<file path="src/design/mms_cfg.svh">
// Constants for the management unit receiver: register offsets, fields, codes.
// Assumes inclusion by bare name from the receiver files and the bench top.
`ifndef MMS_CFG_SVH
`define MMS_CFG_SVH

// Register offsets on the software port (byte addresses)
`define MMS_REG_CTRL        8'h00
`define MMS_REG_PID         8'h04
`define MMS_REG_STATUS      8'h08
`define MMS_REG_ERR         8'h0C
`define MMS_REG_UNITS       8'h10
`define MMS_REG_ELEMS       8'h14

// Control register bits
`define MMS_CTRL_EN_BIT     0
`define MMS_CTRL_PIDCHK_BIT 1
`define MMS_CTRL_RESET      2'h0
`define MMS_PID_RESET       13'h0000

// Sticky error bits
`define MMS_ERR_PID         0
`define MMS_ERR_CONT        1
`define MMS_ERR_LEN         2
`define MMS_ERR_PAD         3
`define MMS_ERR_TRUNC       4
`define MMS_ERR_RSVD        5
`define MMS_ERR_W           6

// Element header byte layout, counted from the least significant bit
`define MMS_HDR_TYPE_HI     7
`define MMS_HDR_TYPE_LO     3
`define MMS_HDR_FROM_PREV   2
`define MMS_HDR_TO_NEXT     1
`define MMS_HDR_MORE        0

// Element type codes
`define MMS_T_CAPREQ        5'h00
`define MMS_T_MONCTL        5'h01
`define MMS_T_MSGHDR        5'h03
`define MMS_T_REJECT        5'h04
`define MMS_T_CHANNEL       5'h05
`define MMS_T_SRCADDR       5'h06
`define MMS_T_DSTADDR       5'h07
`define MMS_T_FWDSTREAM     5'h08
`define MMS_T_RETSTREAM     5'h09
`define MMS_T_CONNTYPE      5'h0A
`define MMS_T_FWDPROF       5'h0B
`define MMS_T_RETPROF       5'h0C
`define MMS_T_SIGNON        5'h0D
`define MMS_T_KEYMAIN       5'h11
`define MMS_T_KEYQUICK      5'h13
`define MMS_T_KEYEXPL       5'h15
`define MMS_T_ADAPT         5'h16
`define MMS_T_WAIT          5'h1F

// Fixed body lengths; zero means variable length
`define MMS_LEN_VAR         10'h000
`define MMS_LEN_1           10'h001
`define MMS_LEN_2           10'h002
`define MMS_LEN_3           10'h003
`define MMS_LEN_4           10'h004
`define MMS_LEN_6           10'h006
`define MMS_LEN_8           10'h008

`define MMS_ZERO_BYTE       8'h00
`endif

</file>
<file path="src/design/mms_pkg.sv">
// Types shared by the management unit receiver files.
// Assumes mms_cfg.svh supplies every numeric constant.
package mms_pkg;
    // Receiver parsing states
    typedef enum logic [2:0] {
        MMS_S_IDLE    = 3'b000,
        MMS_S_SESS_HI = 3'b001,
        MMS_S_SESS_LO = 3'b010,
        MMS_S_EHDR    = 3'b011,
        MMS_S_ELEN    = 3'b100,
        MMS_S_BODY    = 3'b101,
        MMS_S_PAD     = 3'b110,
        MMS_S_DROP    = 3'b111
    } mms_state_t;
endpackage

</file>
<file path="src/design/mms_hdr_decode.sv">
// Decoder for the first byte of an information element.
// Assumes a byte that is known to be an element header.
`timescale 1ns/1ps
`include "mms_cfg.svh"
module mms_hdr_decode (
    input  wire logic [7:0] hdr_in,        // Element header byte
    output logic      [4:0] type_out,      // Element type code
    output logic            from_prev_out, // Continues an earlier unit
    output logic            to_next_out,   // Continues into a later unit
    output logic            more_out,      // Another element follows
    output logic            known_out,     // Type code is defined
    output logic      [9:0] body_len_out   // Fixed body length, zero if variable
);
    // Field split, type in the top five bits
    assign type_out      = hdr_in[`MMS_HDR_TYPE_HI:`MMS_HDR_TYPE_LO];
    assign from_prev_out = hdr_in[`MMS_HDR_FROM_PREV];
    assign to_next_out   = hdr_in[`MMS_HDR_TO_NEXT];
    assign more_out      = hdr_in[`MMS_HDR_MORE];

    // Type table: defined codes and their body lengths
    always_comb begin
        known_out    = 1'b1;
        body_len_out = `MMS_LEN_VAR;
        case (type_out)
            `MMS_T_CAPREQ, `MMS_T_MONCTL, `MMS_T_ADAPT: body_len_out = `MMS_LEN_2;
            `MMS_T_MSGHDR:                   body_len_out = `MMS_LEN_4;
            `MMS_T_REJECT:                   body_len_out = `MMS_LEN_2;
            `MMS_T_CHANNEL:                  body_len_out = `MMS_LEN_1;
            `MMS_T_SRCADDR, `MMS_T_DSTADDR:  body_len_out = `MMS_LEN_6;
            `MMS_T_FWDSTREAM, `MMS_T_RETSTREAM: body_len_out = `MMS_LEN_3;
            `MMS_T_CONNTYPE:                 body_len_out = `MMS_LEN_1;
            `MMS_T_FWDPROF, `MMS_T_RETPROF:  body_len_out = `MMS_LEN_3;
            `MMS_T_SIGNON:                   body_len_out = `MMS_LEN_8;
            `MMS_T_WAIT:                     body_len_out = `MMS_LEN_VAR;
            `MMS_T_KEYMAIN, `MMS_T_KEYQUICK, `MMS_T_KEYEXPL: body_len_out = `MMS_LEN_VAR;
            default:                         known_out = 1'b0;
        endcase
    end
endmodule

</file>
<file path="src/design/mms_rx.sv">
// Hub-side receiver for terminal control and management units.
// Assumes one unit byte per cycle on byte_valid_in, unit_start_in on the first
// byte and unit_end_in on the last, all synchronous to clk_in.
//
// Functional notes
// - Unit payload opens with three identity bytes
// - Group byte, then two-byte session identifier
// - Header byte top five bits: type
// - Sixth bit: element continues from before
// - Seventh bit: element continues onward
// - Eighth bit: another element follows
// - Second byte is segment length, fragment follows
// - Message header type 03, four bytes
// - Reject 04 two bytes; channel 05 one
// - Addresses 06 and 07, six bytes
// - Stream identifiers 08 and 09, three bytes
// - Connection type 0A, one byte
// - Profiles 0B and 0C, three bytes
// - Sign-on 0D eight bytes; wait 1F
// - Key exchange responses 11, 13, 15
`timescale 1ns/1ps
`include "mms_cfg.svh"
module mms_rx #(
    parameter int PID_W = 13                  // Stream identifier width
) (
    input  wire logic             clk_in,          // System clock, 125 MHz
    input  wire logic             rst_in,          // Synchronous reset, active high
    input  wire logic [7:0]       addr_in,         // Register byte address
    input  wire logic [31:0]      wdata_in,        // Register write data
    input  wire logic             wr_in,           // Register write strobe
    input  wire logic             rd_in,           // Register read strobe
    output logic      [31:0]      rdata_out,       // Read data, cycle after rd_in
    input  wire logic             byte_valid_in,   // Unit byte present
    input  wire logic [7:0]       byte_in,         // Unit byte
    input  wire logic             unit_start_in,   // First byte of a unit
    input  wire logic             unit_end_in,     // Last byte of a unit
    input  wire logic [PID_W-1:0] unit_pid_in,     // Stream identifier of the unit
    output logic                  elem_valid_out,  // Element body byte valid
    output logic      [7:0]       elem_data_out,   // Element body byte
    output logic      [4:0]       elem_type_out,   // Type of the element
    output logic                  elem_first_out,  // First body byte of element
    output logic                  elem_last_out,   // Last body byte of element
    output logic      [7:0]       group_out,       // Group byte of the last accepted unit
    output logic      [15:0]      session_out      // Session identifier of the last accepted unit
);
    import mms_pkg::*;

    // Software registers
    logic [1:0]            ctrl;           // Enable and identifier check
    logic [PID_W-1:0]      pid;            // Expected stream identifier
    logic [`MMS_ERR_W-1:0] err;            // Sticky error flags
    logic [31:0]           unit_cnt;       // Units accepted
    logic [31:0]           elem_cnt;       // Elements completed

    // Parser state
    mms_state_t state;                     // Current state
    mms_state_t next_state;                // State after this byte
    logic [4:0] cur_type;                  // Type of element being read
    logic       cur_to_next;               // Current element continues onward
    logic       cur_more;                  // Another element follows
    logic       cur_known;                 // Current type is defined
    logic       cur_first;                 // Current segment opens the element
    logic [9:0] cur_exp;                   // Fixed length of current type
    logic [7:0] seg_left;                  // Fragment bytes still to come
    logic [9:0] acc;                       // Element bytes announced so far
    logic       cont_open;                 // Element waits for a later unit
    logic [4:0] cont_type;                 // Type of the waiting element
    logic       emit_first;                // Next emitted byte opens the segment

    // Header byte decode
    logic [4:0] d_type;                    // Decoded type
    logic       d_from_prev;               // Decoded continue-from-before
    logic       d_to_next;                 // Decoded continue-onward
    logic       d_more;                    // Decoded more-follows
    logic       d_known;                   // Decoded type is defined
    logic [9:0] d_len;                     // Decoded fixed length

    mms_hdr_decode u_dec (
        .hdr_in        (byte_in),
        .type_out      (d_type),
        .from_prev_out (d_from_prev),
        .to_next_out   (d_to_next),
        .more_out      (d_more),
        .known_out     (d_known),
        .body_len_out  (d_len)
    );

    // Byte classification
    wire        take       = byte_valid_in;
    wire        opening    = take && unit_start_in;
    wire        pid_ok     = !ctrl[`MMS_CTRL_PIDCHK_BIT] || (unit_pid_in == pid);
    wire        accept     = opening && ctrl[`MMS_CTRL_EN_BIT] && pid_ok;
    wire        in_hdr     = take && !unit_start_in && (state == MMS_S_EHDR);
    wire        in_len     = take && !unit_start_in && (state == MMS_S_ELEN);
    wire        in_body    = take && !unit_start_in && (state == MMS_S_BODY);
    wire        in_pad     = take && !unit_start_in && (state == MMS_S_PAD);
    wire [9:0]  acc_sum    = acc + {2'b00, byte_in};
    wire        zero_seg   = in_len && (byte_in == `MMS_ZERO_BYTE);
    wire        body_last  = in_body && (seg_left == 8'h01);
    wire        seg_done   = zero_seg || body_last;
    wire        elem_done  = seg_done && !cur_to_next;
    wire        len_bad    = elem_done && (cur_exp != `MMS_LEN_VAR) && (acc != cur_exp);
    wire        cont_bad   = in_hdr && (d_from_prev ? (!cont_open || d_type != cont_type)
                                                    : cont_open);
    wire        pad_bad    = in_pad && (byte_in != `MMS_ZERO_BYTE);
    wire        rsvd_seen  = in_hdr && !d_known;
    wire        ends_clean = (next_state == MMS_S_PAD) || (next_state == MMS_S_DROP)
                             || (next_state == MMS_S_IDLE);
    wire        trunc      = take && unit_end_in && !ends_clean;
    wire        emit       = in_body && cur_known;

    // Next state for the current byte
    always_comb begin
        next_state = state;
        if (opening) begin
            next_state = accept ? MMS_S_SESS_HI : MMS_S_DROP;
        end else if (take) begin
            case (state)
                MMS_S_SESS_HI: next_state = MMS_S_SESS_LO;
                MMS_S_SESS_LO: next_state = MMS_S_EHDR;
                MMS_S_EHDR:    next_state = MMS_S_ELEN;
                MMS_S_ELEN: begin
                    if (byte_in != `MMS_ZERO_BYTE) begin
                        next_state = MMS_S_BODY;
                    end else begin
                        next_state = cur_more ? MMS_S_EHDR : MMS_S_PAD;
                    end
                end
                MMS_S_BODY: begin
                    if (body_last) begin
                        next_state = cur_more ? MMS_S_EHDR : MMS_S_PAD;
                    end
                end
                default:       next_state = state;
            endcase
        end
    end

    // State register, back to idle at the end of every unit
    always_ff @(posedge clk_in) begin
        if (rst_in) begin
            state <= MMS_S_IDLE;
        end else if (take && unit_end_in) begin
            state <= MMS_S_IDLE;
        end else begin
            state <= next_state;
        end
    end

    // Identity bytes of the unit
    always_ff @(posedge clk_in) begin
        if (rst_in) begin
            group_out   <= 8'h00;
            session_out <= 16'h0000;
        end else if (accept) begin
            group_out   <= byte_in;
        end else if (take && state == MMS_S_SESS_HI) begin
            session_out <= {byte_in, session_out[7:0]};
        end else if (take && state == MMS_S_SESS_LO) begin
            session_out <= {session_out[15:8], byte_in};
        end
    end

    // Element header fields of the current segment
    always_ff @(posedge clk_in) begin
        if (rst_in) begin
            cur_type    <= 5'h00;
            cur_to_next <= 1'b0;
            cur_more    <= 1'b0;
            cur_known   <= 1'b0;
            cur_first   <= 1'b0;
            cur_exp     <= `MMS_LEN_VAR;
        end else if (in_hdr) begin
            cur_type    <= d_type;
            cur_to_next <= d_to_next;
            cur_more    <= d_more;
            cur_known   <= d_known;
            cur_first   <= !d_from_prev;
            cur_exp     <= d_len;
        end
    end

    // Segment counter and element length accumulation
    always_ff @(posedge clk_in) begin
        if (rst_in) begin
            seg_left <= 8'h00;
            acc      <= 10'h000;
        end else if (in_hdr && !d_from_prev) begin
            acc      <= 10'h000;
        end else if (in_len) begin
            seg_left <= byte_in;
            acc      <= acc_sum;
        end else if (in_body) begin
            seg_left <= seg_left - 8'h01;
        end
    end

    // Pending continuation across units
    always_ff @(posedge clk_in) begin
        if (rst_in) begin
            cont_open <= 1'b0;
            cont_type <= 5'h00;
        end else if (seg_done) begin
            cont_open <= cur_to_next;
            cont_type <= cur_type;
        end
    end

    // Element body output, first and last markers
    always_ff @(posedge clk_in) begin
        if (rst_in) begin
            elem_valid_out <= 1'b0;
            elem_data_out  <= 8'h00;
            elem_type_out  <= 5'h00;
            elem_first_out <= 1'b0;
            elem_last_out  <= 1'b0;
            emit_first     <= 1'b0;
        end else begin
            elem_valid_out <= emit;
            elem_data_out  <= emit ? byte_in : 8'h00;
            elem_type_out  <= cur_type;
            elem_first_out <= emit && emit_first && cur_first;
            elem_last_out  <= emit && body_last && !cur_to_next;
            if (in_len) begin
                emit_first <= 1'b1;
            end else if (in_body) begin
                emit_first <= 1'b0;
            end
        end
    end

    // Register writes; error flags set wins over write-one-to-clear
    always_ff @(posedge clk_in) begin
        if (rst_in) begin
            ctrl <= `MMS_CTRL_RESET;
            pid  <= `MMS_PID_RESET;
            err  <= '0;
        end else begin
            if (wr_in && addr_in == `MMS_REG_CTRL) begin
                ctrl <= wdata_in[1:0];
            end
            if (wr_in && addr_in == `MMS_REG_PID) begin
                pid <= wdata_in[PID_W-1:0];
            end
            err <= (err & ~((wr_in && addr_in == `MMS_REG_ERR) ? wdata_in[`MMS_ERR_W-1:0] : '0))
                 | {rsvd_seen, trunc, pad_bad, len_bad, cont_bad, opening && !accept
                    && ctrl[`MMS_CTRL_EN_BIT]};
        end
    end

    // Unit and element counters
    always_ff @(posedge clk_in) begin
        if (rst_in) begin
            unit_cnt <= 32'h0000_0000;
            elem_cnt <= 32'h0000_0000;
        end else begin
            if (accept) begin
                unit_cnt <= unit_cnt + 32'h0000_0001;
            end
            if (elem_done && cur_known) begin
                elem_cnt <= elem_cnt + 32'h0000_0001;
            end
        end
    end

    // Read mux, unmapped addresses read zero
    logic [31:0] rd_mux;                   // Selected read word
    always_comb begin
        case (addr_in)
            `MMS_REG_CTRL:   rd_mux = {30'h0, ctrl};
            `MMS_REG_PID:    rd_mux = {{(32-PID_W){1'b0}}, pid};
            `MMS_REG_STATUS: rd_mux = {cont_open, 3'h0, cont_type[3:0], group_out, session_out};
            `MMS_REG_ERR:    rd_mux = {{(32-`MMS_ERR_W){1'b0}}, err};
            `MMS_REG_UNITS:  rd_mux = unit_cnt;
            `MMS_REG_ELEMS:  rd_mux = elem_cnt;
            default:         rd_mux = 32'h0000_0000;
        endcase
    end

    // Read data stands for the one cycle after the strobe
    always_ff @(posedge clk_in) begin
        if (rst_in) begin
            rdata_out <= 32'h0000_0000;
        end else begin
            rdata_out <= rd_in ? rd_mux : 32'h0000_0000;
        end
    end
endmodule

</file>
<file path="config.mk">
export PLATFORM = sky130hd
export DESIGN_NAME = mms_rx
export DESIGN_NICKNAME = d
export VERILOG_FILES = /design/src/design/mms_pkg.sv /design/src/design/mms_hdr_decode.sv /design/src/design/mms_rx.sv
export VERILOG_INCLUDE_DIRS = /design/src /design/src/design
export SDC_FILE = /design/constraint.sdc
export NUM_CORES = 1
export LEC_CHECK = 0
export ABC_AREA = 1
export BUFFER_PORTS_ARGS = -buffer_cell sky130_fd_sc_hd__buf_2
export CAP_MARGIN = 20
export CORE_UTILIZATION = 55
export CTS_CLUSTER_SIZE = 40
export DETAILED_ROUTE_END_ITERATION = 10
export GPL_TIMING_DRIVEN = 0
export PLACE_DENSITY = 0.86
export SLEW_MARGIN = 20
export SYNTH_ARGS = -nofsm -noshare
export SYNTH_HDL_FRONTEND = slang
export SYNTH_SLANG_ARGS = --single-unit
</file>
<file path="constraint.sdc">
create_clock -name clk_in -period 2.5 [get_ports clk_in]
set_input_delay 0.5 -clock clk_in [delete_from_list [all_inputs] [get_ports clk_in]]
set_output_delay 0.5 -clock clk_in [all_outputs]
set_load 0.05 [all_outputs]
</file>
==> flow_summary.rst <==
.. list-table::
   :header-rows: 1

   * - Metric
     - Value
   * - Outcome
     - completed
   * - Post-CTS clock slew at the launch and capture registers of the worst setup and hold paths
     - 80 ps
   * - Routed wire per std cell
     - 17.6 um
   * - # hold bufs at CTS
     - 0
   * - Largest delay contributor family on the critical path
     - simple AND/OR/NAND/NOR gates
   * - Die extent in y
     - between 100 and 150 um
   * - Cell types occupying the most area after synthesis
     - dfxtp_1 (41%), nand2_1 (11%), inv_1 (8.1%)
   * - Transition time at the pin with the least slew margin
     - between 800 and 900 ps
   * - Top Ports
     - 140
   * - Cell chain of the critical path
     - inv_1 -> ha_1 -> nand2_1 -> nor2_2 -> nand2_1 -> nand2_2 -> nand2_4 -> nor2_8 -> nand2_2 -> nor2_2 -> nand3_2 -> inv_1 -> nand2_1 -> o21ai_0 -> nor2_1
   * - Max Clock Freq
     - around 430 MHz
   * - Number of warnings printed during yosys synthesis
     - 0
   * - Relative area change from synthesis to final layout
     - 15.5%
   * - Worst Setup End Kind
     - flop
   * - Combined buffer and inverter count along the critical path
     - 2
   * - NumNets Final
     - approximately 1,600
   * - Critical Path Start Type
     - flop
   * - Hold_ws
     - around 300 ps
   * - Inserted Clock Buffers
     - 17
   * - Max Cap Viol
     - 0
   * - Number of inserted filler cells in the final layout
     - approximately 1,500
   * - Core occupancy in the finished layout
     - 0.651
   * - TritonCTS clock tree
     - yes
   * - Area of the die
     - 18,300 um2
   * - Sum of net half-perimeters after detailed placement
     - 23,800 um
   * - Type of the worst min-delay path
     - input port to flop
   * - Post-synth top area cell
     - dfxtp_1
   * - Commonest non-fill, non-tap cell in the layout
     - nand2_1
   * - Period utilization
     - 0.935
   * - Fraction of final layout cells sized beyond drive strength 1
     - 0.120
   * - Async set or reset register ratio after synthesis
     - 0
   * - Worst-case clock buffer depth
     - 2
   * - Yosys reg bits
     - 198
   * - Placement Rows
     - 48
   * - Net count after synthesis
     - about 1,500
   * - Final ANT Viol Nets
     - 0
   * - Clock sink count
     - 198
   * - Netlist cell types
     - 44
   * - Total count of max-transition violations in the final report
     - 0
   * - Worst slew slack as a fraction of its limit
     - 0.418
   * - 1st-iter DRT viols
     - 1,211
   * - Via-to-Cell Ratio
     - 5.83
   * - Total vias in the final route
     - ~10,000
   * - Tmin final
     - 2340 ps
   * - Maximum number of pins on one net before global-route repair
     - 19
   * - Maximum vdd ir drop
     - 500 uV
   * - Final Wtd Congestion
     - between 0.9 and 1
   * - Core area
     - 17,400 um2
   * - H-tree depth reported by CTS
     - 4
   * - WP data required
     - approximately 2800 ps
   * - Cell at the slowest stage of the critical path
     - dfxtp_1
   * - RSZ-0062 raised after global routing
     - false
   * - Resized cells post-CTS
     - 0
   * - Worst clock skew on the final layout
     - around 12 ps
   * - Most numerous cell on the critical path
     - nand2_1
   * - Cells after DPL
     - 1,755
   * - Number of standard cells in the layout, taps in and fillers out
     - 1,787
   * - Share of the synthesized area in the top cell type
     - 0.405
   * - Grt ovf
     - 0
   * - Clock root buffer master
     - clkbuf_16
   * - Data arrival at the endpoint of the critical path
     - 2670 ps
   * - Mean post-synth cell area
     - 6.94 um2
   * - Placement Setup Slack
     - -245 ps
   * - Final Worst Setup Slack
     - 162 ps
   * - WL final
     - 31,400 um
   * - Leading cell types in the layout, fill and taps excluded
     - nand2_1 (283), inv_1 (211), dfxtp_1 (198)
   * - Post-Synthesis Cells
     - around 1,400
   * - P per Cell Area
     - 586 nW/um2
   * - Number of detailed-route iterations in the first pass
     - 7
   * - Static leakage power
     - between 4 and 5 nW
   * - Number of global-route vias before repair
     - 9,573
   * - Worst-skew pair later-pin latency
     - 450 ps
   * - Largest stage delay on the critical path
     - 300 ps
   * - Area of the mapped netlist
     - slightly below 10,000 um2
   * - Diode insertion count for antenna repair
     - 0
   * - Flip-flop cell with the highest count after synthesis
     - dfxtp_1
   * - Starting density of the core
     - 0.564
   * - Max Fanout on Critical Path
     - 6
   * - DRC
     - 0
   * - First-pass GRT wire length
     - roughly 49,000 um
   * - Port-buffer cells
     - 119
   * - Final setup violation count
     - 0
   * - Sequential-to-total area share from yosys stat
     - 0.405
   * - Number of antenna violations at the first check in global routing
     - 0
   * - Post-synth EDFFs
     - 0
   * - Combined global-route utilization of all metal layers
     - 0.351
   * - Path type of the worst setup path
     - flop to flop
   * - Hold violation count in the final report
     - 0
   * - Number of buffers inserted to repair setup after CTS
     - 0
   * - Chip width
     - 135 um
==> kinds of logic after synthesis <==
family,Yosys count,share of synthesized area
xor gates and xnor gates,28,0.0251
DFF,198,0.405
and+or+nand+nor,571,0.260
AOI/OAI and AO/OA,333,0.189
adders and majority gates,13,0.0174
buffers and inverters,268,0.104
==> state kept, by name, indices dropped and copies added (netlist names), 2 cells and up <==
| signal | count |
|---|---|
| elem_cnt | 32 |
| rdata_out | 32 |
| unit_cnt | 32 |
| session_out | 16 |
| pid | 13 |
| acc | 10 |
| elem_data_out | 8 |
| group_out | 8 |
| seg_left | 8 |
| err | 6 |
| cont_type | 5 |
| cur_type | 5 |
| elem_type_out | 5 |
| cur_exp | 4 |
| state | 3 |
| ctrl | 2 |
==> per-stage QoR <==
stage                     instance area [um2]  total power [W]  setup TNS (ps)
after floorplan                          9790          0.00355               0
after detailed placement                10700          0.00371           -1340
after global routing                    11300          0.00677               0
after CTS                               11300          0.00659               0
after global placement                  10700          0.00371           -1040
final                                   11300          0.00662               0
==> worst min-delay path, delay by kind of cell <==
family          cells  cell delay, ps
simple gates        1              50
compound gates      1              60
buf+inv             1             100
==> worst paths after layout <==
path	start	cells after the start	to	slack, ps
setup / recovery	seg_left[1]	15	elem_cnt[22]	160
hold / removal	wdata_in[12]	3	pid[12]	300
setup reg to reg	seg_left[1]	15	elem_cnt[22]	160
hold reg to reg	cur_type[3]	2	elem_type_out[3]	460
==> synthesized netlist by cell type (all sizes together) (12+ instances only) <==
| master | number |
|---|---|
| nand2 | 290 |
| inv | 215 |
| dfxtp | 198 |
| a21oi | 144 |
| nor2 | 136 |
| o21ai | 119 |
| nor3 | 54 |
| nand3 | 42 |
| clkbuf | 35 |
| nand4 | 24 |
| xor2 | 20 |
| o22ai | 17 |
| a221oi | 13 |
| nor4 | 13 |
| ha | 12 |
| o221ai | 12 |
==> layer usage <==
metal / GRT usage / routed length [um]
met1: 0.469 / 12900
met4: 0.171 / 1440
met5: 0 / 0
met3: 0.0602 / 3280
met2: 0.548 / 13800
==> where the power goes <==
| group | internal, W | switching [W] |
|---|---|---|
| Combinational | 0.000133 | 0.000318 |
| Sequential | 0.00318 | 0.0000285 |
| Clock | 0.00164 | 0.00133 |
==> cell type report <==
| cell class | count | area (um2) | area share |
|---|---|---|---|
| clock inverters | 13 | 186 | 0.0165 |
| flip-flops and latches | 198 | 3960 | 0.351 |
| repair buffers | 119 | 596 | 0.0527 |
| inverters | 223 | 837 | 0.0741 |
| multi-input cells | 945 | 4820 | 0.426 |
| plain buffers | 45 | 179 | 0.0158 |
| well taps | 225 | 282 | 0.0249 |
| clock buffers | 19 | 443 | 0.0392 |
Note: power is estimated with default switching activity, not from simulation.
